--- config.mk ---
export PLATFORM = sky130hd
export DESIGN_NAME = analog_output_channel_control
export DESIGN_NICKNAME = d
export VERILOG_FILES = /design/src/hw/ao_ctrl_pkg.sv /design/src/hw/analog_output_channel_control.sv
export VERILOG_INCLUDE_DIRS = /design/src /design/src/hw
export SDC_FILE = /design/constraint.sdc
export NUM_CORES = 1
export LEC_CHECK = 0
export ABC_AREA = 0
export BUFFER_PORTS_ARGS = -buffer_cell sky130_fd_sc_hd__buf_2
export CAP_MARGIN = 20
export CORE_UTILIZATION = 59
export DETAILED_ROUTE_END_ITERATION = 16
export PLACE_DENSITY = 0.78
export RECOVER_POWER = 100
export SLEW_MARGIN = 20
export SYNTH_ARGS = -nofsm -noshare
export SYNTH_HDL_FRONTEND = slang
export SYNTH_SLANG_ARGS = --single-unit
--- constraint.sdc ---
create_clock -name clk_in -period 6.1 [get_ports clk_in]
set_clock_uncertainty 0.05 [all_clocks]
set_input_delay 0.305 -clock clk_in [delete_from_list [all_inputs] [get_ports clk_in]]
set_output_delay 0.305 -clock clk_in [all_outputs]
set_load 0.02 [all_outputs]
--- src/hw/ao_ctrl_defs.svh ---
// Constants of the four-channel analog output control block.
// Assumes: included by the design module by bare name.
`ifndef AO_CTRL_DEFS_SVH
`define AO_CTRL_DEFS_SVH

// ----------------------------------------------------------------------
// Clock and timing
// ----------------------------------------------------------------------
`define CLK_FREQ_MHZ        20
`define UPDATE_CYCLE_US     1800

// ----------------------------------------------------------------------
// Register indices; byte address is four times the index plus a base
// ----------------------------------------------------------------------
`define OUT_IDX_CH0         8'h00
`define OUT_IDX_CH1         8'h02
`define OUT_IDX_CH2         8'h04
`define OUT_IDX_CH3         8'h06
`define PARAM_IDX_CTRL      8'h00
`define PARAM_IDX_RSVD      8'h01
`define PARAM_IDX_FN0       8'h02
`define DIAG_IDX_ERR        8'h00
`define DIAG_IDX_CLASS      8'h01
`define DIAG_IDX_RSVD2      8'h02
`define DIAG_IDX_RSVD3      8'h03
`define OUT_BASE            8'h00
`define PARAM_BASE          8'h40
`define DIAG_BASE           8'h80
`define STATUS_ADDR         8'hc0

// ----------------------------------------------------------------------
// Fields
// ----------------------------------------------------------------------
`define CTRL_IRQ_EN_BIT     6
`define DIAG_MALFUNC_BIT    0
`define DIAG_EXT_ERR_BIT    2
`define DIAG_CHAN_ERR_BIT   3
`define DIAG_WRONG_PAR_BIT  7
`define DIAG_CHAN_INFO_BIT  4
`define DIAG_CLASS_ANALOG   4'h5

// ----------------------------------------------------------------------
// Function codes
// ----------------------------------------------------------------------
`define FN_KEEP             8'h00
`define FN_LEG_V_BIP        8'h01
`define FN_LEG_V_LZ         8'h02
`define FN_LEG_I_BIP        8'h03
`define FN_LEG_I_LZ         8'h04
`define FN_LEG_V_UNI        8'h05
`define FN_LEG_I_UNI        8'h06
`define FN_EXT_V_BIP        8'h09
`define FN_EXT_V_LZ         8'h0a
`define FN_EXT_I_BIP        8'h0b
`define FN_EXT_I_LZ         8'h0c
`define FN_EXT_V_UNI        8'h0d
`define FN_EXT_I_UNI        8'h0e
`define FN_OFF              8'hff
`define FN_DEFAULT          8'h09

// ----------------------------------------------------------------------
// Value limits (signed 17 bit)
// ----------------------------------------------------------------------
`define LEG_MAX             17'sh05000
`define LEG_BIP_MIN         -17'sh05000
`define LEG_LZ_MIN          -17'sh01000
`define EXT_MAX             17'sh07eff
`define EXT_BIP_MIN         -17'sh07f00
`define EXT_LZ_MIN          -17'sh01b00
`define UNI_MIN             17'sh00000
`define LEG_SCALE_MUL       17'sh0001b
`define LEG_SCALE_SHIFT     4

`endif

--- src/hw/ao_ctrl_pkg.sv ---
// Types shared by the analog output control block and its bench.
// Assumes: ao_ctrl_defs.svh holds all numeric constants.
package ao_ctrl_pkg;

  // --------------------------------------------------------------------
  // Range classes and decoded function information
  // --------------------------------------------------------------------
  typedef enum logic [1:0] {
    RANGE_BIPOLAR,
    RANGE_LIVE_ZERO,
    RANGE_UNIPOLAR
  } range_type;

  typedef struct packed {
    logic      valid;
    logic      active;
    logic      legacy;
    logic      current;
    range_type rng;
  } func_info_type;

  typedef logic [3:0][7:0]  fn_vec_type;
  typedef logic [3:0][16:0] code_vec_type;

endpackage : ao_ctrl_pkg

--- src/hw/analog_output_channel_control.sv ---
// Control logic of a four-channel analog output module: APB registers,
// function code decode, range checking, scaling, diagnostics, fault LED.
// Assumes: APB master on clk_in; fault pins are asynchronous; the
// non-volatile store answers on clk_in with its saved parameter image.
`timescale 1ns/100ps
`include "ao_ctrl_defs.svh"

module analog_output_channel_control #(
  parameter int UPDATE_CYCLES = `UPDATE_CYCLE_US * `CLK_FREQ_MHZ
) (
  input  wire logic                     clk_in,            // 20 MHz clock
  input  wire logic                     sys_rst_in,        // Sync reset, high
  input  wire logic                     psel_in,           // APB select
  input  wire logic                     penable_in,        // APB enable
  input  wire logic                     pwrite_in,         // APB direction
  input  wire logic [7:0]               paddr_in,          // APB byte address
  input  wire logic [31:0]              pwdata_in,         // APB write data
  input  wire logic [3:0]               pstrb_in,          // APB byte strobes
  output logic                          pready_out,        // APB ready
  output logic [31:0]                   prdata_out,        // APB read data
  output logic                          pslverr_out,       // APB error
  input  wire logic                     nv_valid_in,       // Saved image ready
  input  wire logic [47:0]              nv_params_in,      // Saved image
  output logic                          nv_write_out,      // Store pulse
  output logic [47:0]                   nv_data_out,       // Image to store
  input  wire logic [3:0]               short_circuit_in,  // Per channel pin
  input  wire logic [3:0]               open_circuit_in,   // Per channel pin
  input  wire logic                     supply_missing_in, // Supply pin
  input  wire logic                     module_fault_in,   // Internal fault pin
  output ao_ctrl_pkg::code_vec_type     ch_code_out,       // Scaled values
  output logic [3:0]                    ch_active_out,     // Channel on
  output ao_ctrl_pkg::fn_vec_type       ch_func_out,       // Applied codes
  output logic                          diag_send_out,     // Record pulse
  output logic [31:0]                   diag_record_out,   // Record, byte 0 low
  output logic                          fault_indicator_led_out // Fault LED
);
  import ao_ctrl_pkg::*;

  // --------------------------------------------------------------------
  // Functions
  // --------------------------------------------------------------------
  function automatic func_info_type decode_fn(input logic [7:0] code);
    func_info_type f;
    f = '{valid: 1'b1, active: 1'b1, legacy: 1'b0, current: 1'b0,
          rng: RANGE_BIPOLAR};
    unique case (code)
      `FN_LEG_V_BIP: f.legacy = 1'b1;
      `FN_LEG_V_LZ:  begin f.legacy = 1'b1; f.rng = RANGE_LIVE_ZERO; end
      `FN_LEG_V_UNI: begin f.legacy = 1'b1; f.rng = RANGE_UNIPOLAR; end
      `FN_EXT_V_BIP: f.rng = RANGE_BIPOLAR;
      `FN_EXT_V_LZ:  f.rng = RANGE_LIVE_ZERO;
      `FN_EXT_V_UNI: f.rng = RANGE_UNIPOLAR;
      `FN_LEG_I_BIP: begin f.legacy = 1'b1; f.current = 1'b1; end
      `FN_LEG_I_LZ:  begin
        f.legacy = 1'b1; f.current = 1'b1; f.rng = RANGE_LIVE_ZERO;
      end
      `FN_LEG_I_UNI: begin
        f.legacy = 1'b1; f.current = 1'b1; f.rng = RANGE_UNIPOLAR;
      end
      `FN_EXT_I_BIP: f.current = 1'b1;
      `FN_EXT_I_LZ:  begin f.current = 1'b1; f.rng = RANGE_LIVE_ZERO; end
      `FN_EXT_I_UNI: begin f.current = 1'b1; f.rng = RANGE_UNIPOLAR; end
      `FN_OFF:       f.active = 1'b0;
      `FN_KEEP:      f.active = 1'b1;
      default:       f.valid = 1'b0;
    endcase
    return f;
  endfunction : decode_fn

  // Applies a code to a stored configuration; 00h and bad codes keep it
  function automatic logic [7:0] next_cfg(input logic [7:0] cur,
                                          input logic [7:0] code);
    func_info_type f;
    f = decode_fn(code);
    if (!f.valid || code == `FN_KEEP) begin
      return cur;
    end
    return code;
  endfunction : next_cfg

  // Range check and normalisation to the extended full scale
  function automatic logic [16:0] scale_value(input logic [15:0] word,
                                              input logic [7:0]  cfg);
    func_info_type     f;
    logic signed [16:0] v;
    logic signed [16:0] lo;
    logic signed [16:0] hi;
    logic signed [21:0] prod;
    f    = decode_fn(cfg);
    v    = 17'(signed'(word));
    hi   = f.legacy ? `LEG_MAX : `EXT_MAX;
    lo   = `UNI_MIN;
    prod = 22'(v) * 22'(`LEG_SCALE_MUL);
    if (f.rng == RANGE_BIPOLAR) begin
      lo = f.legacy ? `LEG_BIP_MIN : `EXT_BIP_MIN;
    end else if (f.rng == RANGE_LIVE_ZERO) begin
      lo = f.legacy ? `LEG_LZ_MIN : `EXT_LZ_MIN;
    end
    if (!f.active || v > hi || v < lo) begin
      return 17'h00000;
    end
    if (f.legacy) begin
      return 17'(prod >>> `LEG_SCALE_SHIFT);
    end
    return v;
  endfunction : scale_value

  // --------------------------------------------------------------------
  // Pin synchronisers: change accepted once stages two and three agree
  // --------------------------------------------------------------------
  localparam int NPIN = 10;
  logic [NPIN-1:0] pin_raw;
  logic [NPIN-1:0] pin_s1_reg;
  logic [NPIN-1:0] pin_s2_reg;
  logic [NPIN-1:0] pin_s3_reg;
  logic [NPIN-1:0] pin_reg;

  assign pin_raw = {module_fault_in, supply_missing_in, open_circuit_in,
                    short_circuit_in};

  for (genvar p = 0; p < NPIN; p++) begin : g_sync
    always_ff @(posedge clk_in) begin
      if (sys_rst_in) begin
        pin_s1_reg[p] <= 1'b0;
        pin_s2_reg[p] <= 1'b0;
        pin_s3_reg[p] <= 1'b0;
        pin_reg[p]    <= 1'b0;
      end else begin
        pin_s1_reg[p] <= pin_raw[p];
        pin_s2_reg[p] <= pin_s1_reg[p];
        pin_s3_reg[p] <= pin_s2_reg[p];
        if (pin_s2_reg[p] == pin_s3_reg[p]) begin
          pin_reg[p] <= pin_s3_reg[p];
        end
      end
    end
  end

  // --------------------------------------------------------------------
  // APB decode
  // --------------------------------------------------------------------
  logic        setup;
  logic        access;
  logic        wr_en;
  logic [7:0]  rel;
  logic        in_out;
  logic        in_par;
  logic        in_diag;
  logic        in_stat;
  logic        mapped;
  logic [5:0]  par_wr;
  logic [3:0]  out_wr;

  assign setup   = psel_in && !penable_in;
  assign access  = psel_in && penable_in;
  assign in_out  = paddr_in < (`OUT_BASE + 8'((`OUT_IDX_CH3 + 8'h01) * 4));
  assign in_par  = paddr_in >= `PARAM_BASE && paddr_in < `PARAM_BASE + 8'h18;
  assign in_diag = paddr_in >= `DIAG_BASE && paddr_in < `DIAG_BASE + 8'h10;
  assign in_stat = paddr_in == `STATUS_ADDR;
  assign rel     = paddr_in - (in_par ? `PARAM_BASE : in_diag ? `DIAG_BASE
                                                      : `OUT_BASE);
  // Word slots only; odd output indices are unmapped and answer with an error
  assign mapped  = paddr_in[1:0] == 2'b00 &&
                   ((in_out && rel[3:2] == 2'b00 && !rel[4] ? 1'b1 :
                     in_out && (rel[5:2] % 2) == 0) || in_par || in_diag ||
                    in_stat);
  assign wr_en   = access && pwrite_in && mapped;
  assign pready_out  = access;
  assign pslverr_out = access && !mapped;

  for (genvar c = 0; c < 4; c++) begin : g_wdec
    assign out_wr[c] = wr_en && in_out && rel == 8'(8'(2 * c) * 4);
  end
  for (genvar b = 0; b < 6; b++) begin : g_pdec
    assign par_wr[b] = wr_en && in_par && rel == 8'(b * 4) && pstrb_in[0];
  end

  // --------------------------------------------------------------------
  // Output words, staged until the next update cycle
  // --------------------------------------------------------------------
  logic [3:0][15:0] word_reg;

  for (genvar c = 0; c < 4; c++) begin : g_word
    always_ff @(posedge clk_in) begin
      if (sys_rst_in) begin
        word_reg[c] <= 16'h0000;
      end else if (out_wr[c]) begin
        if (pstrb_in[1]) begin
          word_reg[c][15:8] <= pwdata_in[15:8];
        end
        if (pstrb_in[0]) begin
          word_reg[c][7:0] <= pwdata_in[7:0];
        end
      end
    end
  end

  // --------------------------------------------------------------------
  // Parameters and restore from non-volatile storage
  // --------------------------------------------------------------------
  logic             irq_en_reg;
  fn_vec_type       fn_reg;
  fn_vec_type       cfg_reg;
  logic [3:0]       bad_reg;
  logic             restore_pending_reg;
  logic             restore;

  assign restore = restore_pending_reg && nv_valid_in;

  always_ff @(posedge clk_in) begin
    if (sys_rst_in) begin
      restore_pending_reg <= 1'b1;
    end else if (restore || par_wr != 6'b000000) begin
      restore_pending_reg <= 1'b0;
    end
  end

  always_ff @(posedge clk_in) begin
    if (sys_rst_in) begin
      irq_en_reg <= 1'b0;
    end else if (restore) begin
      irq_en_reg <= nv_params_in[`CTRL_IRQ_EN_BIT];
    end else if (par_wr[0]) begin
      irq_en_reg <= pwdata_in[`CTRL_IRQ_EN_BIT];
    end
  end

  for (genvar c = 0; c < 4; c++) begin : g_cfg
    logic          load;
    logic [7:0]    code;
    func_info_type info;
    assign load = restore || par_wr[c + 2];
    assign code = restore ? nv_params_in[8 * (c + 2) +: 8] : pwdata_in[7:0];
    assign info = decode_fn(code);
    always_ff @(posedge clk_in) begin
      if (sys_rst_in) begin
        fn_reg[c]  <= `FN_DEFAULT;
        cfg_reg[c] <= `FN_DEFAULT;
        bad_reg[c] <= 1'b0;
      end else if (load) begin
        fn_reg[c]  <= code;
        cfg_reg[c] <= next_cfg(cfg_reg[c], code);
        bad_reg[c] <= !info.valid;
      end
    end
  end

  always_ff @(posedge clk_in) begin
    if (sys_rst_in) begin
      nv_write_out <= 1'b0;
      nv_data_out  <= 48'h000000000000;
    end else begin
      nv_write_out <= par_wr != 6'b000000;
      nv_data_out  <= {fn_reg, 8'h00, 1'b0, irq_en_reg, 6'h00};
    end
  end

  // --------------------------------------------------------------------
  // Update cycle: all channels refreshed together
  // --------------------------------------------------------------------
  logic [$clog2(UPDATE_CYCLES)-1:0] tick_cnt_reg;
  logic                             tick;

  assign tick = tick_cnt_reg == ($clog2(UPDATE_CYCLES))'(UPDATE_CYCLES - 1);

  always_ff @(posedge clk_in) begin
    if (sys_rst_in || tick) begin
      tick_cnt_reg <= '0;
    end else begin
      tick_cnt_reg <= tick_cnt_reg + 1'b1;
    end
  end

  for (genvar c = 0; c < 4; c++) begin : g_out
    func_info_type info;
    assign info = decode_fn(cfg_reg[c]);
    always_ff @(posedge clk_in) begin
      if (sys_rst_in) begin
        ch_code_out[c]   <= 17'h00000;
        ch_active_out[c] <= 1'b0;
        ch_func_out[c]   <= `FN_DEFAULT;
      end else if (tick) begin
        ch_code_out[c]   <= scale_value(word_reg[c], cfg_reg[c]);
        ch_active_out[c] <= info.active;
        ch_func_out[c]   <= cfg_reg[c];
      end
    end
  end

  // --------------------------------------------------------------------
  // Diagnostics and fault LED
  // --------------------------------------------------------------------
  logic [3:0] ch_err;
  logic [7:0] diag0;
  logic [7:0] diag1;
  logic [7:0] diag0_prev_reg;

  for (genvar c = 0; c < 4; c++) begin : g_err
    func_info_type info;
    assign info      = decode_fn(cfg_reg[c]);
    assign ch_err[c] = info.active &&
                       ((pin_reg[c] && !info.current) ||
                        (pin_reg[c + 4] && info.current));
  end

  always_comb begin
    diag0                      = 8'h00;
    diag0[`DIAG_MALFUNC_BIT]   = pin_reg[9];
    diag0[`DIAG_EXT_ERR_BIT]   = pin_reg[8];
    diag0[`DIAG_CHAN_ERR_BIT]  = |ch_err;
    diag0[`DIAG_WRONG_PAR_BIT] = |bad_reg;
    diag1                      = {3'b000, |ch_err, `DIAG_CLASS_ANALOG};
  end

  always_ff @(posedge clk_in) begin
    if (sys_rst_in) begin
      diag0_prev_reg  <= 8'h00;
      diag_send_out   <= 1'b0;
      diag_record_out <= 32'h00000000;
    end else begin
      diag0_prev_reg <= diag0;
      diag_send_out  <= irq_en_reg && diag0 != 8'h00 &&
                        diag0 != diag0_prev_reg;
      diag_record_out <= {8'h00, 8'h00, diag1, diag0};
    end
  end

  always_ff @(posedge clk_in) begin
    if (sys_rst_in) begin
      fault_indicator_led_out <= 1'b0;
    end else begin
      fault_indicator_led_out <= |ch_err || |bad_reg || pin_reg[8];
    end
  end

  // --------------------------------------------------------------------
  // Read data, loaded in the setup phase
  // --------------------------------------------------------------------
  always_ff @(posedge clk_in) begin
    if (sys_rst_in) begin
      prdata_out <= 32'h00000000;
    end else if (setup) begin
      prdata_out <= 32'h00000000;
      if (in_par && rel == 8'(`PARAM_IDX_CTRL * 4)) begin
        prdata_out[`CTRL_IRQ_EN_BIT] <= irq_en_reg;
      end else if (in_par && rel >= 8'(`PARAM_IDX_FN0 * 4)) begin
        prdata_out[7:0] <= fn_reg[rel[4:2] - 3'(`PARAM_IDX_FN0)];
      end else if (in_diag && rel == 8'(`DIAG_IDX_ERR * 4)) begin
        prdata_out[7:0] <= diag0;
      end else if (in_diag && rel == 8'(`DIAG_IDX_CLASS * 4)) begin
        prdata_out[7:0] <= diag1;
      end else if (in_stat) begin
        prdata_out[17:0] <= {fault_indicator_led_out, restore_pending_reg,
                             ch_active_out, bad_reg, pin_reg[7:0] == 8'h00,
                             ch_err, pin_reg[9:8], 1'b0};
      end
    end
  end

endmodule : analog_output_channel_control

# Word level (Yosys, flattened, before mapping)
# Index checks and enable logic that the tools add are counted.
dict set report totals {
  reg_bits 403
  inputBits 108
  word_cells 540
}
dict set report op_classes {
  n_addsub 3
  n_mul 4
  magnitude_cmp 15
  eq_ne 127
  muxes 162
  n_reduce_logical 144
}
# cell n
set op_table {}
lappend op_table {{$mux 17} 32}
lappend op_table {{$eq 8x4->1 const B} 46}
lappend op_table {{$eq 8x3->1 const B} 25}
lappend op_table {{$eq 8x2->1 const B} 16}
lappend op_table {{$mux 14} 8}
lappend op_table {{$mux 8} 14}
lappend op_table {{$mul 16x6->21 const B} 4}
lappend op_table {{$mux 1} 84}
lappend op_table {{$eq 8x8->1 const B} 9}
lappend op_table {{$lt 16x17->1} 4}
lappend op_table {{$eq 8x1->1 const B} 8}
lappend op_table {{$gt 16x16->1} 4}
lappend op_table {{$reduce_or 14->1} 4}
lappend op_table {{$mux 13} 4}
lappend op_table {{$logic_and 1x1->1} 48}
lappend op_table {{$logic_not 8->1} 6}
lappend op_table {{$reduce_or 6->1} 8}
lappend op_table {{$reduce_or 4->1} 10}
lappend op_table {{$logic_not 32->1} 1}
lappend op_table {{$mux 10} 3}
lappend op_table {{$logic_or 1x1->1} 27}
lappend op_table {{$eq 8x5->1 const B} 3}
lappend op_table {{$reduce_and 2->1} 12}
lappend op_table {{$mux 11} 2}
lappend op_table {{other kinds (25)} 73}

# Logic depth before layout (Yosys ltp)
# Gate-level depths: netlist of run 1.
dict set report logic_depth {
  ltp_word 27
  mapped_depth 17
  mapped_depth_nobuf 14
}

# Worst setup path before layout of run 1
# OpenSTA, ideal clock, no wires.
dict set report synth_timing {
  path_type {register -> register}
  startpoint {reg cfg_reg[20] (netlist bit)}
  endpoint {reg ch_code_out[50] (netlist bit)}
  setup_ns 0.127
  arrival_ns 4.075
  path_slack_ns 1.848
  path_stages_with_launch 17
  path_buffers 4
  period_less_slack_ns 4.252
  path_cell_list {dfxtp_1 -> or4_1 -> clkbuf_1 -> nor4_4 -> inv_2 -> clkbuf_1 -> clkbuf_1 -> nand2_1 -> ha_1 -> a2111oi_0 -> o211ai_1 -> o311a_1 -> o211ai_1 -> a221o_1 -> clkbuf_1 -> nor3b_1 -> or3_1}
}
dict set report synth_between {
  elab_chain_cells 16
  elab_cells_between_ends 47
  cone_classes {2 x order compare; 12 x eq/ne; 26 x mux; 7 x reduce/logical}
}
# item line
set synth_lines {}
lappend synth_lines {{start: declaration} analog_output_channel_control.sv:203} ;# fn_vec_type cfg_reg;
lappend synth_lines {{start signal: indexed assignment} analog_output_channel_control.sv:238} ;# cfg_reg[c] <= `FN_DEFAULT;
lappend synth_lines {{start signal: indexed assignment} analog_output_channel_control.sv:242} ;# cfg_reg[c] <= next_cfg(cfg_reg[c], code);
lappend synth_lines {{$eq 8x4->1, or another cell as far along} --}
lappend synth_lines {{$reduce_or 4->1 (no line) or $reduce_or 6->1 (tied branches)} --}
lappend synth_lines {{$pmux 2 s2 or $mux 1 (tied branches)} analog_output_channel_control.sv:46} ;# unique case (code)
lappend synth_lines {{$mux 2 or $mux 1 (tied branches)} analog_output_channel_control.sv:282} ;# end else if (tick) begin
lappend synth_lines {{$mux 2 or $mux 1 (tied branches)} analog_output_channel_control.sv:278} ;# if (sys_rst_in) begin
lappend synth_lines {{$eq 2x1->1 or $mux 13 (tied branches)} --}
lappend synth_lines {{$mux 17} analog_output_channel_control.sv:96} ;# end else if (f.rng == RANGE_LIVE_ZERO) begin
lappend synth_lines {{$mux 17} analog_output_channel_control.sv:94} ;# if (f.rng == RANGE_BIPOLAR) begin
lappend synth_lines {{$mux 17} analog_output_channel_control.sv:282}
lappend synth_lines {{$mux 17} analog_output_channel_control.sv:278}
lappend synth_lines {{$lt 16x17->1} analog_output_channel_control.sv:99} ;# if (!f.active || v > hi || v < lo) begin
lappend synth_lines {{$logic_or 1x1->1} analog_output_channel_control.sv:99}
lappend synth_lines {{$mux 1} analog_output_channel_control.sv:99}
lappend synth_lines {{$mux 1} analog_output_channel_control.sv:282}
lappend synth_lines {{$mux 1} analog_output_channel_control.sv:278}
lappend synth_lines {{$mux 17 *} analog_output_channel_control.sv:102} ;# if (f.legacy) begin
lappend synth_lines {{end signal: indexed assignment} analog_output_channel_control.sv:283} ;# ch_code_out[c] <= scale_value(word_reg[c], cfg_reg[c]);
lappend synth_lines {{end: declaration} analog_output_channel_control.sv:30} ;# output ao_ctrl_pkg::code_vec_type ch_code_out,
# Mark *: on every way between the ends. The rest lies on a longest branch, timed or not. The select of a mux whose other input is x is not followed.
# A chain may end at the register's enable or synchronous reset.

# Worst setup path after layout of run 1
dict set report layout_timing {
  startpoint {in paddr_in[3]}
  endpoint {reg cfg_reg[4] (netlist bit)}
}
dict set report layout_between {
  elab_chain_cells 18
  elab_cells_between_ends 29
  cone_classes {1 x add/sub; 5 x order compare; 2 x eq/ne; 3 x mux; 18 x reduce/logical}
}
# item line
set layout_lines {}
lappend layout_lines {{start: declaration} analog_output_channel_control.sv:16} ;# input wire logic [7:0] paddr_in,
lappend layout_lines {{branches (longest 14 deep; another with $ge 8x7->1)} --}
lappend layout_lines {{$logic_and 1x1->1 * (2 in a row)} analog_output_channel_control.sv:175} ;# assign par_wr[b] = wr_en && in_par && rel == 8'(b * 4) && pstrb_in[0];
lappend layout_lines {{$logic_or 1x1->1 *} analog_output_channel_control.sv:232} ;# assign load = restore || par_wr[c + 2];
lappend layout_lines {{$reduce_and 2->1 (no line) *} --}
# Mark *: on every way between the ends.

==> results of run 1 <==
-- layer usage --
metal	routed length, um	vias up	GRT usage, %
met1	26080	9532	39.46
met3	5893	188	6.965
met2	29760	935	51.88
li1	-	9535	-
met4	2885	0	14.94
met5	0	-	0
-- worst max-delay path: cells and delay by family --
family,cells,cell delay (ns)
compound gates,6,2.95
buf+inv,1,0.53
simple gates,2,1.91
-- final cells by class --
class                   instances  area share (%)
well taps                     518           2.494
clock buffers                  56           4.545
multi-input cells            1918           55.63
clock inverters                14          0.7799
diodes                          4         0.03852
inverters                     328           4.737
repair buffers                267           4.583
flip-flops and latches        353           27.19
-- synthesized netlist by cell type (5+ instances only) --
cell	number	area, um^2
a2111oi_0	7	61.31
a211o_1	8	70.07
a211oi_1	49	367.9
a21boi_0	11	82.58
a21o_1	24	180.2
a21oi_1	189	945.9
a221oi_1	6	52.55
a22o_1	7	61.31
a22oi_1	11	82.58
a31o_2	5	43.79
a31oi_1	10	62.56
a32oi_1	11	96.34
and2_1	21	131.4
and3_1	20	125.1
and4_1	6	52.55
buf_4	57	427.9
clkbuf_1	101	379.1
dfxtp_1	353	7067
fa_1	115	2302
ha_1	225	2815
inv_1	325	1220
mux2i_1	81	810.8
mux4_2	8	180.2
nand2_1	242	908.4
nand2b_1	10	62.56
nand3_1	55	275.3
nand4_1	29	181.4
nor2_1	220	825.8
nor2b_1	71	444.2
nor3_1	54	270.3
nor3b_1	7	52.55
nor4_1	13	81.33
o211ai_1	15	112.6
o21a_1	21	157.7
o21ai_0	109	545.5
o21bai_1	8	60.06
o221ai_1	8	70.07
o31a_1	5	43.79
o31ai_1	6	45.04
or2_2	7	43.79
or3_1	10	62.56
or4_1	11	82.58
xnor2_1	48	420.4
xor2_1	29	254.0
-- path summary, 6_finish.rpt --
path / startpoint / end / cells past startpoint
max: paddr_in[3] / cfg_reg[4] / 9
min: nv_params_in[36] / fn_reg[20] / 3
min reg2reg: pin_s1_reg[8] / pin_s2_reg[8] / 1
max reg2reg: cfg_reg[12] / ch_code_out[32] / 14
-- power by group through the flow --
stage	clock (W)	combinational, W	sequential, W
after floorplan	0	0.000250	0.00245
after global placement	0	0.000358	0.00244
after detailed placement	0	0.000367	0.00244
after CTS	0.00254	0.000374	0.00239
after global routing	0.00264	0.000397	0.00240
final	0.00252	0.000376	0.00240
-- stage by stage --
| stage | total power [W] | cells | instance area (um^2) | hold WS, ns | worst slack, ns |
|---|---|---|---|---|---|
| 3_5_place_dp | 0.002812 | 3373 | 24800 | 0.3704 | 1.379 |
| 6_report | 0.005294 | 3458 | 25990 | 0.03828 | 0.8111 |
| 2_1_floorplan | 0.002699 | 2764 | 23650 | 0.3638 | 1.848 |
| 3_3_place_gp | 0.002802 | 3373 | 24800 | 0.3665 | 1.545 |
| 5_1_grt | 0.005434 | 3456 | 25980 | 0.02983 | 0.5163 |
| 4_1_cts | 0.005313 | 3454 | 26290 | 0.01081 | 1.353 |
-- cell families after synthesis --
group | share of synthesized area, %
AND/OR/NAND/NOR | 16.14
AO/OA/AOI/OAI | 15.78
buffers and inverters | 8.819
flip-flops | 30.13
adder cells (fa/ha/maj) | 21.86
multiplexers | 4.370
XOR/XNOR | 2.876
other | 0.01599
==> metrics.md, run 1 <==
| Metric | Value |
|---|---|
| Crit Path Max Fanout | 20 |
| Vias in the first global route | 19851 |
| Sw Pwr | 0.001337 W |
| Total grt overflow | 0 |
| Failing checks | max-capacitance violations, max-slew violations |
| Syn Area/Cell | 8.650 um^2 |
| WS Path Type | input pin to flip-flop |
| Rows | 72 |
| VDD IR-drop max | 0.2364 mV |
| P&R area growth vs syn | 10.82% |
| First-pass iteration count of the detailed router | 6 |
| Clock Tree Root | clkbuf_16 |
| Synthesized flop and latch total | 353 |
| Share of cells above drive strength 1 | 6.233% |
| GRT Total Usage | 31.61% |
| Clock Pin Slew Worst Setup and Hold Paths | 0.06 ns |
| Worst Path Required | 6.52 ns |
| Sequential Power Share | 45.3% |
| Least-Margin Pin Slew | 3.059 ns |
| CTS sink count | 353 |
| FF/Latch Area | 0.007067 mm^2 |
| IO Port Bufs | 241 |
| Setup Buffers After CTS | 0 |
| Final hold viol count | 0 |
| CTS tree | done |
| Period minus WS final | 5.289 ns |
| DRT Wirelength | 64630 um |
| Core area | 0.03892 mm^2 |
| Max reg flops | 68 |
| Final Slew Violations | 280 |
| Max Freq | 189.1 MHz |
| Async S/R FF share, synth | 0% |
| Cell count after synthesis | 2711 |
| Largest net degree at the start of global routing | 88 |
| DR DRC count | 0 |
| Switching portion of total power | 25.26% |
| Power share of the clock group | 47.6% |
| Global-route wire length before repair | 102600 um |
| CP max stage delay | 1.15 ns |
| Die width | 201.4 um |
| Arr. time, crit path | 5.71 ns |
| Combinational power share | 7.1% |
| Commonest non-fill, non-tap cell in the layout | dfxtp_1 |
| Worst Setup Start Kind | input pin |
| CTS buffer count | 39 |
| Multi-input gate area | 0.01446 mm^2 |
| Crit. End Element | flip-flop |
| Fin nets | 3355 |
| Initial antenna violation count | 3 |
| Via/cell ratio | 5.839 |
| Via count | 20190 |
| Slowest CP cell | nor4_1 |
| Maxcap violations | 5 |
| Setup_tns | 0 ns |
| R2r setup slk | 1.00 ns |
| Final core utilization | 66.78% |
| Outcome | complete, but fails checks |
| RSZ-0062 raised after global routing | false |
| Leakage | 11.49 nW |
| Die height | 201.4 um |
| Ports | 329 |
| Internal Power | 0.003957 W |
| Die area | 0.04055 mm^2 |
| # resized after CTS | 0 |
| Antenna violation net count after detailed routing | 0 |
| Primary flip-flop cell chosen by synthesis mapping | dfxtp_1 |
| FILL cells | 3252 |
| HP Class | input pin to flip-flop |
| CTS Hold Bufs | 11 |
| Yosys warns | 0 |
| H-tree Lvls | 2 |
| EDFF count, synth | 0 |
| Clock Latency Late Sink | 0.58 ns |
| DR WL/cell | 18.69 um |
| Seq/Total Area, Yosys | 30.13% |
| Starting Density | 60.26% |
| CP Cell Sequence | clkbuf_1, or4_1, nor4_1, o2111ai_1, o31ai_4, a21boi_0, a21boi_2, a21oi_1, o21a_1 |
| DRT iter0 DRCs | 1548 |
| Leading cell types in the layout, fill and taps excluded | dfxtp_1 (353), inv_1 (326), nand2_1 (242) |
| Post-synth cell types | 85 |
| Power density over cell area | 203.7 mW/mm^2 |
| Placed wire-length estimate | 48930 um |
| Final setup vio count | 0 |
| CTS max path bufs | 3 |
| Final period utilization | 86.70% |
| GPL Wtd Cong | 0.9841 |
| Worst slew margin relative to its limit | -103.9% |
| Post-Syn Area | 0.02345 mm^2 |
(Power assumes the default switching activity.)
==> run 2, diff against run 1 <==
- CORE_UTILIZATION: 59 -> 50
- PLACE_DENSITY: 0.78 -> 0.67
==> run 2 against run 1 <==
Maximum frequency decreased by 3.5%. Hold slack got worse by 0.017 ns. The run still ends with max-capacitance violations, max-slew violations left. Sequential power hardly changed. Core utilization decreased by 9.7 points. Wire length grew 1.9%. Sequential share of layout area down 0.14 points. Via count down 1.6%. Final cell count is 2.5% higher. First-iteration DRC count up 0.65%. Critical path depth up 2. Global-route usage fell by 4.1 points.
==> metrics.md, run 2 (synthesis gave the netlist of run 1 again) <==
| Metric | Value |
|---|---|
| Die height | 218.6 um (was 201.4 um) |
| Largest net degree at the start of global routing | 168 (was 88) |
| Maxcap violations | 4 (was 5) |
| Slowest CP cell | a2111oi_2 (was nor4_1) |
| Share of cells above drive strength 1 | 6.426% (was 6.233%) |
| Arr. time, crit path | 5.92 ns (was 5.71 ns) |
| VDD IR-drop max | 0.2155 mV (was 0.2364 mV) |
| Final Slew Violations | 143 (was 280) |
| Clock Tree Root | clkbuf_16 (unchanged) |
| Die width | 218.6 um (was 201.4 um) |
| FILL cells | 4183 (was 3252) |
| Power density over cell area | 202.2 mW/mm^2 (was 203.7 mW/mm^2) |
| CTS buffer count | 41 (was 39) |
| Met3 Use GR | 3.869% (was 6.965%) |
| Final worst-path setup slack | 0.6195 ns (was 0.8111 ns) |
| Failing checks | max-capacitance violations, max-slew violations (unchanged) |
| HP Class | input pin to flip-flop (unchanged) |
| Ports | 329 (unchanged) |
| Critical R2R Launch | cfg_reg[28] (was cfg_reg[12]) |
| Met2 usage | 45.85% (was 51.88%) |
| Post-Place Worst Slack | 1.308 ns (was 1.379 ns) |
| WS Path Type | flip-flop to flip-flop (was input pin to flip-flop) |
| Total grt overflow | 0 (unchanged) |
| Via/cell ratio | 5.605 (was 5.839) |
| CTS tree | done (unchanged) |
| Final hold viol count | 0 (unchanged) |
| H-tree Lvls | 2 (unchanged) |
| Period minus WS final | 5.480 ns (was 5.289 ns) |
| GPL Wtd Cong | 0.9348 (was 0.9841) |
| CP max stage delay | 1.34 ns (was 1.15 ns) |
| Starting Density | 51.24% (was 60.26%) |
| CP top delay family | compound AO/OA/AOI/OAI gates (unchanged) |
| Worst slew margin relative to its limit | -116.7% (was -103.9%) |
| Crit Path Max Fanout | 21 (was 20) |
| Max reg flops | 68 (unchanged) |
| Most used cell, CP | or4_1 |
| DR DRC count | 0 (unchanged) |
| Max Freq | 182.5 MHz (was 189.1 MHz) |
| Leakage | 11.51 nW (was 11.49 nW) |
| Outcome | complete, but fails checks (unchanged) |
| DR WL/cell | 18.58 um (was 18.69 um) |
| # resized after CTS | 0 (unchanged) |
| Core area | 0.04577 mm^2 (was 0.03892 mm^2) |
| Via count | 19859 (was 20190) |
| IO Port Bufs | 241 (unchanged) |
| CTS sink count | 353 (unchanged) |
| Global-route wire length before repair | 103700 um (was 102600 um) |
| Setup Buffers After CTS | 0 (unchanged) |
| Leading cell types in the layout, fill and taps excluded | dfxtp_1 (353), inv_1 (326), nand2_1 (242) (unchanged) |
| DRT iter0 DRCs | 1558 (was 1548) |
| Worst Setup Start Kind | flip-flop (was input pin) |
| Global routing's busiest layer | met2 (unchanged) |
| Met1 Use GR | 35.70% (was 39.46%) |
| Rows | 78 (was 72) |
| Commonest non-fill, non-tap cell in the layout | dfxtp_1 (unchanged) |
| Hold slack | 0.02139 ns (was 0.03828 ns) |
| Initial antenna violation count | 1 (was 3) |
| Final setup vio count | 0 (unchanged) |
| Least-Margin Pin Slew | 3.251 ns (was 3.059 ns) |
| CP Launch Point | cfg_reg[28] (was paddr_in[3]) |
| Vias in the first global route | 19445 (was 19851) |
| Clock Latency Late Sink | 0.60 ns (was 0.58 ns) |
| DRT Wirelength | 65820 um (was 64630 um) |
| Antenna violation net count after detailed routing | 0 (unchanged) |
| Die area | 0.04777 mm^2 (was 0.04055 mm^2) |
| Crit. End Element | flip-flop (unchanged) |
| Placed wire-length estimate | 50370 um (was 48930 um) |
| WP buf/inv | 1 (unchanged) |
| Final period utilization | 89.84% (was 86.70%) |
| GRT Total Usage | 27.47% (was 31.61%) |
| Worst Path Required | 6.54 ns (was 6.52 ns) |
| RSZ-0062 raised after global routing | false (unchanged) |
| Setup_tns | 0 ns (unchanged) |
| CTS max path bufs | 3 (unchanged) |
| Fin nets | 3359 (was 3355) |
| P&R area growth vs syn | 11.38% (was 10.82%) |
| Overall power | 0.005280 W (was 0.005294 W) |
| Clock Pin Slew Worst Setup and Hold Paths | 0.06 ns (about the same) |
| CP Cell Sequence | or4_1, a2111oi_2, inv_1, ha_1, nand4_1, or4_1, nand3_1, o2111ai_1, a31o_2, or2_1, o221ai_1 (was clkbuf_1, or4_1, nor4_1, o2111ai_1, o31ai_4, a21boi_0, a21boi_2, a21oi_1, o21a_1) |
| First-pass iteration count of the detailed router | 5 (was 6) |
| Hold Crit Start | nv_params_in[37] (was nv_params_in[36]) |
[run 2: metal layers]
layer | wire length [um] | share of wire (%)
met3 | 4255 | 6.5
met5 | 0 | 0
met4 | 2215 | 3.4
met2 | 30910 | 47
met1 | 28440 | 43
[run 2: worst register-to-register path: stages, from the launching register on]
cell and delay (ns):
dfxtp_1 0.33, or4_1 0.68, a2111oi_2 1.34, inv_1 0.81, ha_1 0.54, nand4_1 0.09, or4_1 0.42, nand3_1 0.11
o2111ai_1 0.11, a31o_2 0.40, or2_1 0.33, o221ai_1 0.17
[run 2: layout make-up]
cell class                      instances  area, um^2  share of cell area [%]
Timing Repair Buffer                  269        1232                   4.718
Clock buffer                           55        1169                   4.474
Tap cell                              600       750.7                   2.874
Clock inverter                         18       216.5                  0.8287
Inverter                              328        1231                   4.714
Antenna cell                            2       5.005                 0.01916
Sequential cell                       353        7067                   27.05
Multi-Input combinational cell       1918       14450                   55.32
[run 2: path summary, 6_finish.rpt]
check,to,slack (ns),cells past startpoint
worst min-delay path,fn_reg[21],0.02,3
worst max register to register,ch_code_out[62],0.62,11
worst min register to register,pin_s2_reg[1],0.39,1
worst max-delay path,ch_code_out[62],0.62,11
[run 2: stage by stage]
| step | cells | cell area, um^2 | utilization, % |
|---|---|---|---|
| finish | 3543 | 26120 | 57.07 |
| CTS | 3541 | 26430 | 57.74 |
| global route | 3541 | 26120 | 57.06 |
| global placement | 3456 | 24920 | 54.45 |
| detailed placement | 3456 | 24920 | 54.45 |
| floorplan | 2764 | 23650 | - |
[run 2: timing repair]
| action | in CTS | in global routing |
|---|---|---|
| setup endpoints to repair | 0 | 0 |
| hold buffers | 12 | 0 |
| hold endpoints to repair | 12 | 0 |
[run 2: power by group]
group          internal (W)  total [W]  switching, W
registers           0.00236    0.00240     0.0000382
clock network       0.00145    0.00251       0.00106
logic              0.000111   0.000376      0.000264
